$ cat src/ccp_timebase_select_regs.vh
// Register map, field positions and encodings of the capture timebase selector
`ifndef CCP_TIMEBASE_SELECT_REGS_VH
`define CCP_TIMEBASE_SELECT_REGS_VH

`define TSEL0_OFFSET       4'h0
`define TSEL0_WORD         2'h0
`define TSEL0_RESET        8'h00
`define UNIT1_SEL_LSB      0
`define UNIT2_SEL_LSB      3
`define UNIT3_SEL_LSB      6
`define SEL_T1_T2          3'h0
`define SEL_T3_T4          3'h1
`define SEL_T3_T6          3'h2
`define SEL_T3_T8          3'h3
`define SEL_T3_T10         3'h4
`define SEL_T3_T12         3'h5
`define AXI_RESP_OKAY      2'h0
`define AXI_RESP_SLVERR    2'h2

`endif

$ cat src/ccp_timebase_select.v
// Timebase selector for three enhanced capture units with AXI4-Lite register access
//
// Summary of operation
// - Bits 2:0 select the timer pair feeding unit 1.
// - Codes 000..011 give timer1/2, timer3/4, timer3/6, timer3/8.
// - Bits 5:3 select unit 2 timer pair, same encoding as unit 1.
// - Bits 7:6 select unit 3; 01 timer3/4, 10 timer3/6.
//
// Decided for this implementation: the register addresses and register access over AXI4-Lite.
`include "ccp_timebase_select_regs.vh"

module ccp_timebase_select #(
  parameter CNT_W       = 16,
  parameter LARGE_PARTS = 1
) (
  // Clock and reset
  input  wire               aclk,
  input  wire               aresetn,
  // AXI4-Lite write address
  input  wire [3:0]         s_axi_awaddr,
  input  wire               s_axi_awvalid,
  output wire               s_axi_awready,
  // AXI4-Lite write data
  input  wire [31:0]        s_axi_wdata,
  input  wire [3:0]         s_axi_wstrb,
  input  wire               s_axi_wvalid,
  output wire               s_axi_wready,
  // AXI4-Lite write response
  output reg  [1:0]         s_axi_bresp,
  output reg                s_axi_bvalid,
  input  wire               s_axi_bready,
  // AXI4-Lite read address
  input  wire [3:0]         s_axi_araddr,
  input  wire               s_axi_arvalid,
  output wire               s_axi_arready,
  // AXI4-Lite read data
  output reg  [31:0]        s_axi_rdata,
  output reg  [1:0]         s_axi_rresp,
  output reg                s_axi_rvalid,
  input  wire               s_axi_rready,
  // Timer counts and periods
  input  wire [6*CNT_W-1:0] timer_count,
  input  wire [6*CNT_W-1:0] timer_period,
  // Selected timebase per unit
  output reg  [CNT_W-1:0]   unit1_count,
  output reg  [CNT_W-1:0]   unit1_period,
  output reg  [CNT_W-1:0]   unit2_count,
  output reg  [CNT_W-1:0]   unit2_period,
  output reg  [CNT_W-1:0]   unit3_count,
  output reg  [CNT_W-1:0]   unit3_period,
  // Decoded selections
  output wire [2:0]         unit1_timebase_sel,
  output wire [2:0]         unit2_timebase_sel,
  output wire [1:0]         unit3_timebase_sel
);

  // Timer slots: 0 timer1, 1 timer3 for counts; periods 0 timer2, 1..5 timer4..12
  reg  [7:0]  tsel_reg;
  reg         aw_held_reg;
  reg         w_held_reg;
  reg  [3:0]  awaddr_reg;
  reg  [7:0]  wdata_reg;
  reg         wstrb0_reg;
  wire        do_write;
  wire        aw_take;
  wire        w_take;
  wire        rd_take;
  wire        tsel_wr_hit;
  wire        tsel_rd_hit;
  wire        reg_update;
  wire [2:0]  unit3_code;

  assign s_axi_awready = ~aw_held_reg & ~s_axi_bvalid;
  assign s_axi_wready  = ~w_held_reg & ~s_axi_bvalid;
  assign s_axi_arready = ~s_axi_rvalid;
  assign do_write      = aw_held_reg & w_held_reg & ~s_axi_bvalid;
  assign aw_take       = s_axi_awvalid & s_axi_awready;
  assign w_take        = s_axi_wvalid & s_axi_wready;
  assign rd_take       = s_axi_arvalid & s_axi_arready;

  // Count source: code 0 uses timer1, others timer3
  function [CNT_W-1:0] pick_count;
    input [2:0]         code;
    input [6*CNT_W-1:0] bus;
    begin
      if (code == `SEL_T1_T2)
        pick_count = bus[0 +: CNT_W];
      else
        pick_count = bus[CNT_W +: CNT_W];
    end
  endfunction

  // Period source by pair code; reserved codes fall back to timer2
  function [CNT_W-1:0] pick_period;
    input [2:0]         code;
    input [6*CNT_W-1:0] bus;
    begin
      case (code)
        `SEL_T3_T4:  pick_period = bus[1*CNT_W +: CNT_W];
        `SEL_T3_T6:  pick_period = bus[2*CNT_W +: CNT_W];
        `SEL_T3_T8:  pick_period = bus[3*CNT_W +: CNT_W];
        `SEL_T3_T10: pick_period = (LARGE_PARTS != 0) ? bus[4*CNT_W +: CNT_W] : bus[0 +: CNT_W];
        `SEL_T3_T12: pick_period = (LARGE_PARTS != 0) ? bus[5*CNT_W +: CNT_W] : bus[0 +: CNT_W];
        default:     pick_period = bus[0 +: CNT_W];
      endcase
    end
  endfunction

  // Register decode: one word, selected by address bits 3:2
  function is_tsel0;
    input [3:0] addr;
    begin
      is_tsel0 = (addr[3:2] == `TSEL0_WORD);
    end
  endfunction

  assign tsel_wr_hit = is_tsel0(awaddr_reg);
  assign tsel_rd_hit = is_tsel0(s_axi_araddr);
  // byte lane 0 carries all eight bits
  assign reg_update  = do_write & tsel_wr_hit & wstrb0_reg;

  assign unit1_timebase_sel = tsel_reg[`UNIT1_SEL_LSB +: 3];
  assign unit2_timebase_sel = tsel_reg[`UNIT2_SEL_LSB +: 3];
  assign unit3_timebase_sel = tsel_reg[`UNIT3_SEL_LSB +: 2];
  // two-bit code widened for the shared decode
  assign unit3_code = {1'b0, unit3_timebase_sel};

  // Write address capture
  always @(posedge aclk) begin
    if (!aresetn) begin
      aw_held_reg <= 1'b0;
      awaddr_reg  <= 4'h0;
    end else if (aw_take) begin
      aw_held_reg <= 1'b1;
      awaddr_reg  <= s_axi_awaddr;
    end else if (do_write) begin
      aw_held_reg <= 1'b0;
    end
  end

  // Write data capture; only byte lane 0 holds register bits
  always @(posedge aclk) begin
    if (!aresetn) begin
      w_held_reg <= 1'b0;
      wdata_reg  <= 8'h00;
      wstrb0_reg <= 1'b0;
    end else if (w_take) begin
      w_held_reg <= 1'b1;
      wdata_reg  <= s_axi_wdata[7:0];
      wstrb0_reg <= s_axi_wstrb[0];
    end else if (do_write) begin
      w_held_reg <= 1'b0;
    end
  end

  // Write response; unmapped words answer SLVERR
  always @(posedge aclk) begin
    if (!aresetn) begin
      s_axi_bvalid <= 1'b0;
      s_axi_bresp  <= `AXI_RESP_OKAY;
    end else if (do_write) begin
      s_axi_bvalid <= 1'b1;
      s_axi_bresp  <= tsel_wr_hit ? `AXI_RESP_OKAY : `AXI_RESP_SLVERR;
    end else if (s_axi_bvalid && s_axi_bready) begin
      s_axi_bvalid <= 1'b0;
    end
  end

  // Selector register
  always @(posedge aclk) begin
    if (!aresetn) begin
      tsel_reg <= `TSEL0_RESET;
    end else if (reg_update) begin
      tsel_reg <= wdata_reg;
    end
  end

  // Read channel
  always @(posedge aclk) begin
    if (!aresetn) begin
      s_axi_rvalid <= 1'b0;
      s_axi_rdata  <= 32'h0000_0000;
      s_axi_rresp  <= `AXI_RESP_OKAY;
    end else if (rd_take) begin
      s_axi_rvalid <= 1'b1;
      if (tsel_rd_hit) begin
        s_axi_rdata <= {24'h00_0000, tsel_reg};
        s_axi_rresp <= `AXI_RESP_OKAY;
      end else begin
        s_axi_rdata <= 32'h0000_0000;
        s_axi_rresp <= `AXI_RESP_SLVERR;
      end
    end else if (s_axi_rvalid && s_axi_rready) begin
      s_axi_rvalid <= 1'b0;
    end
  end

  // Timebase steering, registered
  always @(posedge aclk) begin
    if (!aresetn) begin
      unit1_count  <= {CNT_W{1'b0}};
      unit1_period <= {CNT_W{1'b0}};
      unit2_count  <= {CNT_W{1'b0}};
      unit2_period <= {CNT_W{1'b0}};
      unit3_count  <= {CNT_W{1'b0}};
      unit3_period <= {CNT_W{1'b0}};
    end else begin
      unit1_count  <= pick_count(unit1_timebase_sel, timer_count);
      unit1_period <= pick_period(unit1_timebase_sel, timer_period);
      unit2_count  <= pick_count(unit2_timebase_sel, timer_count);
      unit2_period <= pick_period(unit2_timebase_sel, timer_period);
      unit3_count  <= pick_count(unit3_code, timer_count);
      unit3_period <= pick_period(unit3_code, timer_period);
    end
  end

endmodule

$ cat config.mk
export PLATFORM = sky130hd
export DESIGN_NAME = ccp_timebase_select
export DESIGN_NICKNAME = d
export VERILOG_FILES = /design/src/ccp_timebase_select.v
export VERILOG_INCLUDE_DIRS = /design/src
export SDC_FILE = /design/constraint.sdc
export NUM_CORES = 1
export LEC_CHECK = 0
export ABC_AREA = 1
export ABC_CLOCK_PERIOD_IN_PS = 1450
export CORE_AREA = 5 5 147 149
export DETAILED_ROUTE_END_ITERATION = 8
export DIE_AREA = 0 0 152 154
export DONT_BUFFER_PORTS = 1
export HOLD_SLACK_MARGIN = 0.05
export PLACE_DENSITY_LB_ADDON = 0.1
export SYNTH_ARGS = -nofsm -noshare
export SYNTH_HDL_FRONTEND = slang
export SYNTH_SLANG_ARGS = --single-unit
$ cat constraint.sdc
create_clock -name aclk -period 1.45 [get_ports aclk]
set_input_delay 0.145 -clock aclk [delete_from_list [all_inputs] [get_ports aclk]]
set_output_delay 0.145 -clock aclk [all_outputs]
set_load 0.03 [all_outputs]
* Word-level counts from Yosys, hierarchy flattened *
Index checks and enable logic that the tools add are counted.

cells by class
  eq/ne operators = 13
  bitwise operators = 13
  reduce and logical (&&, ||, !) cells = 11
  muxes and demuxes = 16

operator list
  kind                                                              count
  16-bit one-hot mux with 5 select lines                            2
  16-bit two-way mux                                                3
  16-bit one-hot mux with 3 select lines                            1
  3-bit by 2-bit == test with 1-bit output (second input constant)  4
  3-bit == test (second input constant)                             4
  1-bit AND                                                         9
  3-bit logical NOT                                                 3
  8-bit two-way mux                                                 1
  2-bit nonzero test                                                4
  1-bit two-way mux                                                 7
  3-bit by 1-bit == test with 1-bit output (second input constant)  2
  2-bit == test (second input constant)                             2
  2-bit logical NOT                                                 2
  2-bit two-way mux                                                 2
  1-bit NOT                                                         4
  2-bit by 1-bit == test with 1-bit output (second input constant)  1
  1-bit logical AND                                                 2

storage, ports and cells
  word-level logic and storage cells = 70
  output and inout port bits = 145
  register bits after elaboration = 157
  bits of input ports = 243

* Longest topological paths before layout *
Gate-level depths: netlist of the first run.

  depth after elaboration = 4
  gate-level depth with buffers = 8
  depth with buffers taken out = 7

* Worst setup path before layout of the first run *
Ideal clock, no wire load.

  path kind = register -> register
  start point = register s_axi_bvalid
  end point = register wdata_reg[0]
  arrival time = 1417 ps
  required time = 1334 ps
  cell stages (with the launch flop) = 6
  period minus slack after synthesis = 1533 ps
  slack = -83 ps
  path buffers = 1
  path through = dfxtp_1 nor2_1 nand2_1 clkbuf_1 o21ai_0 nor2_1

between the ends
  cells in the longest elaborated chain, start to end = 3

RTL lines
  what                    line                       text
  start, declared         ccp_timebase_select.v:30   output reg s_axi_bvalid,
  start signal, assigned  ccp_timebase_select.v:159  s_axi_bvalid <= 1'b0;
  start signal, assigned  ccp_timebase_select.v:162  s_axi_bvalid <= 1'b1;
  start signal, assigned  ccp_timebase_select.v:165  s_axi_bvalid <= 1'b0;
  1-bit NOT               ccp_timebase_select.v:74   assign s_axi_wready = ~w_held_reg & ~s_axi_bvalid;
  1-bit AND               ccp_timebase_select.v:74
  named net s_axi_wready  ccp_timebase_select.v:27   output wire s_axi_wready,
  1-bit AND               ccp_timebase_select.v:78   assign w_take = s_axi_wvalid & s_axi_wready;
  end signal, assigned    ccp_timebase_select.v:149  wdata_reg <= s_axi_wdata[7:0];
  end, declared           ccp_timebase_select.v:62   reg [7:0] wdata_reg;

The timed path passes the listed nets, and every way through them passes these cells.
A chain may end at the register's enable or synchronous reset.

* Worst setup path in the final report of the first run *
  start point = register s_axi_bvalid
  end point = output port s_axi_awready

between the ends
  cells in the longest elaborated chain, start to end = 2

RTL lines
  what           line                      text
  1-bit NOT      ccp_timebase_select.v:73  assign s_axi_awready = ~aw_held_reg & ~s_axi_bvalid;
  1-bit AND      ccp_timebase_select.v:73
  end, declared  ccp_timebase_select.v:22  output wire s_axi_awready,

No other way between the ends.

==> qor.yml, run 1 <==
cap_violations: 0
dieArea_sq_mm: 0.0234
endpoint_kind: "output pin"
fin_crit_ns: 1.38
synth_seq_cells: 129
fin_setup_tns_ns: 0
grt_overflow: 0
reg2regPathDepth: 7
finalCritPeriodShare: 0.948
timing.rr.end: "unit1_period[5]"
cts_buffers: 17
synth_edf_count: 0
synth_cells: 983
finalHoldViolCount: 116
ys.warnings.count: 0
die_h_um: 154
worstReg2RegStart: "tsel_reg[1]"
synth_compound_area_frac: 0.147
min_to: "unit3_count[7]"
cellLeakagePower_uw: 0.00374
synth_top_cell_area_share: 0.393
violations: "hold timing"
grt_usage: 0.222
path_max_fanout: 3
regArea_sq_mm: 0.00259
clockBufferDepth: 2
synth_cell_type_count: 28
cts_root_buf: "clkbuf_16"
max_freq_mhz: 727
final_area_sq_mm: 0.00835
multi_input_area_sq_mm: 0.00338
finalMaxSlewViolations: 0
worstHoldPathType: "primary input to register"
rows: 52
p_total_uw: 9420
fillers: 2182
min_path_cells: 2
synth_xor_area_frac: 0
drt-total-wl_um: 27800
synth_top_cell_by_area: "dfxtp_1"
async_reset_ff_frac: 0
clock_latency_ns: 0.42
place_hpwl_um: 19100
cts_tree: "done"
place_area_sq_mm: 0.00699
crit_type: "register to output pin"
synth-adder-area-share: 0
vias: 6974
nNetsFinal: 1305
worst_hold_startpoint: "aresetn"
cts_max_level: 4
status: "finished, violations left"
fin_ws_ns: 0.0747
cp-start-kind: "register"
path_clk_slew_ns: 0.07
synth_top_family_by_area: "simple AND/OR/NAND/NOR gates"
synth_area_per_cell_sq_um: 6.69
ios: 388
crit_chain: "buf_4 -> nor2_2 -> buf_4"
synth.area.mux_share: 0
core-area_sq_mm: 0.0200
ir_drop_mv: 0.730
port_buffers: 0
dr.pass1.iters: 5
drc: 0
required_ns: 1.31
crit_path_top_delay_cell: "dfxtp_1"
grt_pass1_vias: 6714
ant_nets: 0
seq_area_frac_synth: 0.393
crit_buf_inv: 2
cpPeakStageDelay_ns: 0.34
synth.area.top_cells: "dfxtp_1 (39%), nand2_1 (11%), nor2_1 (10%)"
area_growth_pct: 27.0
start_util: 0.328
drive_gt1_frac: 0.134
crit_family: "buffers and inverters"
cellPowerDensity_mw_per_mm2: 1130
crit_top_cell: "buf_4"
ys.flop_type: "dfxtp_1"
finalClockSkew_ns: 0.0161
fin_hold_ws_ns: -0.148
drtIter0Drc: 464
grt_pass1_wl_um: 40700
dp_slack_ns: 0.00117
reg2reg_slack_ns: 0.10
die_w_um: 152
setup_viol: 0
avgViaCountPerCell: 5.19
diodes: 0
cts.sinks: 129
synth-simple-area-share: 0.351
gp_congestion: 0.851
wl_per_cell_um: 20.6
antenna_found_initial: 0
critPathArrivalTime_ns: 1.23
syn-cell-area_sq_mm: 0.00657
rsz0062_at_grt: "no"
grt_max_degree: 118
[worst max path at each step]
stage / cells after the start / to / slack, ns / start
4_1_cts: 2 / unit2_timebase_sel[0] / 0.005 / tsel_reg[3]
5_1_grt: 7 / unit2_period[13] / 0.008 / tsel_reg[4]
2_1_floorplan: 8 / unit1_period[3] / 0.02 / tsel_reg[1]
6_report: 3 / s_axi_awready / 0.07 / s_axi_bvalid
3_3_place_gp: 6 / unit1_period[3] / 0.02 / tsel_reg[1]
3_5_place_dp: 6 / unit1_period[3] / 0.001 / tsel_reg[1]
[cells in the final DEF (no fill, tap or decap), types with 22 or more instances in the layout]
cell type,count
nand2_1,200
nor2_1,173
dfxtp_1,123
nand4_1,100
o21ai_0,85
dlygate4sd3_1,73
buf_4,49
a21oi_1,45
o21ai_1,39
nand3_1,28
inv_2,26
conb_1,26
inv_1,22
[cells in the mapped netlist, types with 16 or more instances]
cell	count
a21oi_1	45
a31oi_1	16
buf_2	30
buf_4	32
clkbuf_1	29
dfxtp_1	129
inv_1	22
inv_2	26
nand2_1	200
nand3_1	28
nand4_1	100
nor2_1	176
o21ai_0	85
o21ai_1	39
[report_power, final]
group | switching (uW) | total [uW] | internal [uW] | leakage [uW]
combinational | 542 | 887 | 345 | 0.00237
sequential | 482 | 4250 | 3770 | 0.00107
clock | 1970 | 4280 | 2310 | 0.000288
[metrics by stage]
| step | cells | utilization |
|---|---|---|
| finish | 1345 | 0.417 |
| global placement | 1239 | 0.349 |
| global route | 1345 | 0.417 |
| detailed placement | 1239 | 0.349 |
| floorplan | 1008 | - |
| CTS | 1312 | 0.399 |
[area by class of cell]
class,count,share of cell area
multi-input cells,733,0.405
flip-flops and latches,129,0.311
repair buffers,131,0.151
clock buffers,17,0.0510
well taps,270,0.0405
inverters,50,0.0232
clock inverters,15,0.0187
[kinds of logic (layout without fill, tap and decap cells)]
kind of cell / Yosys count / in the layout
flops: 129 / 129
compound gates: 187 / 187
other cells: 1 / 26
simple gates: 520 / 520
buf+inv: 146 / 213
[worst reg2reg max path: cells and delay by family (launching register included)]
kind / cells / cell delay, ns
buffers and inverters: 3 / 0.52
AND/OR/NAND/NOR: 2 / 0.20
AO/OA/AOI/OAI: 2 / 0.14
flip-flops: 1 / 0.38
[metal layers]
layer  vias to the layer above  GRT usage  wire, um
met5                         -          0         0
met4                         0     0.0629       499
met3                        30     0.0964      2990
met2                       313      0.367     13100
met1                      3218      0.264     11100
li1                       3413          -         -
[what timing repair did]
action | CTS | global route
hold buffers | 41 | 32
setup endpoints to repair | 8 | 27
cloned | 0 | 0
gates resized for setup | 4 | 7
pin swaps | 0 | 0
hold endpoints to repair | 128 | 116
setup buffers | 0 | 1
No activity file was read; power rests on OpenSTA's default activity.
==> run 2: changes to the inputs <==
Settings changed: CORE_AREA 5 5 147 149 to 5 5 148 150, DIE_AREA 0 0 152 154 to 0 0 153 155.
==> run 2 against run 1 <==
Against the previous run:
- critical path type unchanged
- clock skew decreased by 0.0052 ns
- maximum frequency increased by 1.0%
- routed wire length decreased by 2.3%
- core utilization decreased by 1.1 points
- clock-buffer cell count unchanged
- power increased by 0.38%
- combinational power decreased by 0.6%
- the run still ends with hold timing left
- flip-flop and latch count unchanged
==> qor.yml, run 2 (synthesis gave the netlist of run 1 again) <==
grt_overflow: 0
reg2regPathDepth: 6
intPower_uw: 6560
crit_type: "register to output pin"
p_seq_frac: 0.449
finalHoldViolCount: 116
p_clk_frac: 0.458
ios: 388
swShare: 0.306
cts.sinks: 129
finalCritPeriodShare: 0.939
final-instance-count-excl-fill: 1347
grt_usage: 0.217
rows: 53
ant_nets: 0
critPathArrivalTime_ns: 1.22
worst_slew_pin_slew_ns: 0.536
wl_per_cell_um: 20.1
cts_buffers: 17
cellPowerDensity_mw_per_mm2: 1140
core-area_sq_mm: 0.0206
final_common_cell: "nand2_1"
endpoint_kind: "output pin"
cts_max_level: 4
dp_cells: 1250
crit_chain: "buf_4"
cts_tree: "done"
fin_crit_ns: 1.36
reg2reg_slack_ns: 0.11
most-common-layout-cells: "nand2_1 (199), nor2_1 (175), dfxtp_1 (123)"
antenna_found_initial: 0
max_freq_mhz: 735
crit_buf_inv: 1
die_w_um: 153
fin_hold_ws_ns: -0.142
port_buffers: 0
finalMaxSlewViolations: 0
worstHoldPathType: "primary input to register"
required_ns: 1.31
crit_path_top_delay_cell: "dfxtp_2"
cts_root_buf: "clkbuf_16"
rsz0062_at_grt: "no"
finalClockSkew_ns: 0.0109
drc: 0
crit_family: "flip-flops"
status: "finished, violations left"
p_comb_frac: 0.093
place_hpwl_um: 19200
clock_latency_ns: 0.42
clockBufferDepth: 2
nNetsFinal: 1302
cp-start-kind: "register"
worstReg2RegStart: "tsel_reg[4]"
grt_pass1_vias: 6617
vias: 7015
min_to: "unit1_count[9]"
start_util: 0.320
avgViaCountPerCell: 5.21
violations: "hold timing"
drt-total-wl_um: 27100
fin_setup_tns_ns: 0
grt_max_degree: 118
die_h_um: 155
gp_congestion: 0.850
dr.pass1.iters: 5
ir_drop_mv: 0.662
path_clk_slew_ns: 0.07
cellLeakagePower_uw: 0.00373
dieArea_sq_mm: 0.0237
min_path_cells: 2
power.switching_uw: 2900
drtIter0Drc: 434
timing.rr.end: "unit2_period[8]"
relSlewSlack: 0.641
cpPeakStageDelay_ns: 0.46
diodes: 0
worst_hold_startpoint: "aresetn"
drive_gt1_frac: 0.140
area_growth_pct: 26.7
path_max_fanout: 13
grt_pass1_wl_um: 40200
cap_violations: 0
setup_viol: 0
==> run 2: cell count changes in the layout (fill, tap and decap cells not counted), sizes merged <==
cell	before	now
bufinv	0	1
dlygate4sd3	73	63
buf	58	64
clkinvlp	1	5
inv	61	57
==> run 2: cell type report <==
cell class | instances | area [sq um]
inverters | 50 | 194
multi-input cells | 733 | 3380
repair inverters | 1 | 5.00
repair buffers | 127 | 1220
fillers | 2209 | 12200
well taps | 275 | 344
clock inverters | 15 | 166
clock buffers | 17 | 425
flip-flops and latches | 129 | 2590
==> run 2: power groups by stage <==
| stage | clock (uW) | sequential (uW) | combinational [uW] |
|---|---|---|---|
| floorplan | 0 | 4290 | 587 |
| global placement | 0 | 4340 | 687 |
| detailed placement | 0 | 4330 | 692 |
| CTS | 4430 | 4250 | 829 |
| global route | 4610 | 4270 | 980 |
| finish | 4330 | 4250 | 882 |
==> run 2: what timing repair did <==
action                                  in CTS  in global routing
gates resized for setup                      0                  4
endpoints found under the setup margin       0                 21
hold buffers                                47                 16
endpoints found under the hold margin      125                116
buffers inserted                             0                  1
==> run 2: through the flow <==
step           setup slack, ns  total power (uW)  area (sq um)   util  hold slack [ns]
5_1_grt                 0.0119              9860          8330  0.405           -0.171
2_1_floorplan           0.0158              4880          6670      -            0.280
3_5_place_dp            0.0561              5020          7070  0.344            0.286
6_report                0.0889              9460          8330  0.405           -0.142
3_3_place_gp            0.0673              5020          7070  0.344            0.281
4_1_cts                 0.0215              9510          8130  0.395           -0.166
==> run 2: routing by layer <==
metal	global-route usage	wire (um)	vias to the layer above
met5	0	0	-
met4	0.0619	555	0
met3	0.0890	2760	41
met2	0.352	12600	332
met1	0.268	11300	3245
li1	-	-	3397
==> run 2: worst max-delay path by stage <==
stage                     start                     to  slack (ns)  depth (start not counted)
detailed placement  tsel_reg[1]        unit1_period[3]        0.06                          6
global route        tsel_reg[3]       unit2_period[15]        0.01                          5
finish              tsel_reg[2]  unit1_timebase_sel[2]        0.09                          1
floorplan           tsel_reg[1]        unit1_period[3]        0.02                          8
CTS                 tsel_reg[1]        unit1_period[3]        0.02                          6
global placement    tsel_reg[1]        unit1_period[3]        0.07                          6
==> run 3: changes to the inputs <==
--- a/config.mk
+++ b/config.mk
@@ -8,9 +8,9 @@
 export LEC_CHECK = 0
 export ABC_AREA = 1
-export ABC_CLOCK_PERIOD_IN_PS = 1450
+export ABC_CLOCK_PERIOD_IN_PS = 1300
+export BUFFER_PORTS_ARGS = -buffer_cell sky130_fd_sc_hd__buf_4
 export CORE_AREA = 5 5 148 150
 export DETAILED_ROUTE_END_ITERATION = 8
 export DIE_AREA = 0 0 153 155
-export DONT_BUFFER_PORTS = 1
 export HOLD_SLACK_MARGIN = 0.05
 export PLACE_DENSITY_LB_ADDON = 0.1
==> constraint.sdc (replaced) <==
create_clock -name aclk -period 1.3 [get_ports aclk]
set_input_delay 0.13 -clock aclk [delete_from_list [all_inputs] [get_ports aclk]]
set_output_delay 0.13 -clock aclk [all_outputs]
set_load 0.01 [all_outputs]
==> run 3 against run 2 <==
Against the previous run:
- the flow now finishes without violations
- clock skew fell by 0.0016 ns
- critical path depth rose by 2
- flip-flop and latch count did not move
- final cell count rose by 25%
- critical path type unchanged
- clock-buffer cell count did not move
==> qor.yml, run 3 (synthesis gave the netlist of run 1 again) <==
fin_setup_tns_ns: 0
crit_type: "register to output pin"
vias: 8289
finalHoldViolCount: 0
die_w_um: 153
final_common_cell: "buf_4"
cts_root_buf: "clkbuf_16"
cp-start-kind: "register"
status: "finished, final reports clean"
wl_per_cell_um: 16.7
timing.rr.end: "unit2_period[0]"
port_buffers: 266
ir_drop_mv: 0.914
min_to: "unit3_period[12]"
dr_wl_met2_um: 13700
clock_latency_ns: 0.42
start_util: 0.320
fin_ws_ns: 0.0197
die_h_um: 155
grt_pass1_vias: 8162
p_total_uw: 11400
gp_congestion: 0.875
grt_max_degree: 43
rows: 53
maxUsedRoutingLayer: "met5"
cts_tree: "done"
cts_buffers: 17
grt_overflow: 0
cts_max_level: 4
met3WireLength_um: 2210
dr.pass1.iters: 5
place_hpwl_um: 20500
finalClockSkew_ns: 0.00929
antenna_found_initial: 2
drt-total-wl_um: 28200
cts.sinks: 129
critPathArrivalTime_ns: 1.15
setup_viol: 0
rsz0062_at_grt: "yes"
path_max_fanout: 6
finalMaxSlewViolations: 0
dp_slack_ns: -0.0397
endpoint_kind: "output pin"
required_ns: 1.17
reg2regPathDepth: 5
clockBufferDepth: 2
wl_met1_um: 11500
drtIter0Drc: 523
cellPowerDensity_mw_per_mm2: 999
ant_nets: 0
worst_hold_startpoint: "timer_period[28]"
max_freq_mhz: 781
core-area_sq_mm: 0.0206
worstReg2RegStart: "tsel_reg[5]"
drive_gt1_frac: 0.333
fillers: 1987
avgViaCountPerCell: 4.90
cellLeakagePower_uw: 0.00551
reg2reg_slack_ns: 0.04
grt_pass1_wl_um: 44000
dieArea_sq_mm: 0.0237
drc: 0
grt_usage: 0.232
min_path_cells: 3
finalCritPeriodShare: 0.985
fin_crit_ns: 1.28
path_clk_slew_ns: 0.06
cap_violations: 0
ios: 388
area_growth_pct: 73.9
worstHoldPathType: "primary input to register"
nNetsFinal: 1644
most-common-layout-cells: "buf_4 (324), nand2_1 (198), nor2_1 (165)"
[run 3: cell types whose count changed in the layout (fill, tap and decap cells not counted), moves of 5 or more]
cell           before  now
dlygate4sd3_1      63  106
nor2_2              3    9
buf_6               0   12
dfxtp_2             6    1
nor2_1            175  165
a21oi_2             0    8
buf_12              9   25
buf_4              55  324
dfxtp_4             0    6
a21oi_1            45   37
[run 3: routing by layer]
metal / vias to the layer above / global-route usage
met5: - / 0
met4: 2 / 0.0840
met2: 357 / 0.393
met3: 61 / 0.0668
met1: 3789 / 0.281
li1: 4080 / -
[run 3: power breakdown]
part	internal (uW)	switching, uW	total [uW]
logic	1050	942	2000
clock network	3080	2060	5140
registers	4190	93.4	4280
total	8330	3090	11400
[run 3: metrics by stage]
| stage | hold WS [ns] | instances | cell area (sq um) | util |
|---|---|---|---|---|
| final | 0.0635 | 1690 | 11400 | 0.556 |
| after global routing | 0.0687 | 1690 | 11400 | 0.556 |
| after CTS | 0.0511 | 1685 | 11200 | 0.545 |
| after detailed placement | 0.378 | 1538 | 9370 | 0.456 |
| after global placement | 0.372 | 1538 | 9370 | 0.456 |
| after floorplan | 0.265 | 1008 | 6670 | - |
[run 3: worst max-delay path by stage]
| stage | start | endpoint | slack, ns | depth (start not counted) |
|---|---|---|---|---|
| final | tsel_reg[2] | unit1_timebase_sel[2] | 0.02 | 3 |
| after global routing | tsel_reg[4] | unit2_period[0] | -0.02 | 6 |
| after CTS | tsel_reg[2] | unit1_period[12] | -0.001 | 8 |
| after detailed placement | tsel_reg[5] | unit2_period[7] | -0.04 | 7 |
| after global placement | tsel_reg[2] | unit1_period[8] | -0.03 | 8 |
| after floorplan | tsel_reg[0] | unit1_count[10] | 0.02 | 6 |
[run 3: cell type report]
cell class                 count  area [sq um]  area share
clock inverter                15           198      0.0173
inverter                      50           206      0.0181
tap                          275           344      0.0301
antenna                        1          2.50    0.000219
sequential                   129          2610       0.228
timing repair buffer         470          4170       0.365
clock buffer                  17           425      0.0372
multi-input combinational    733          3470       0.304
[run 3: timing repair]
item	4_1_cts	5_1_grt
endpoints found under the setup margin	27	74
setup buffers	9	4
hold buffers	106	0
gates resized for setup	23	58
endpoints found under the hold margin	113	0
pin swaps	1	11
[run 3: critical path, cell delays in order (launching register included)]
cell and delay, ns:
dfxtp_4 0.36, buf_12 0.14, buf_8 0.12, buf_6 0.11
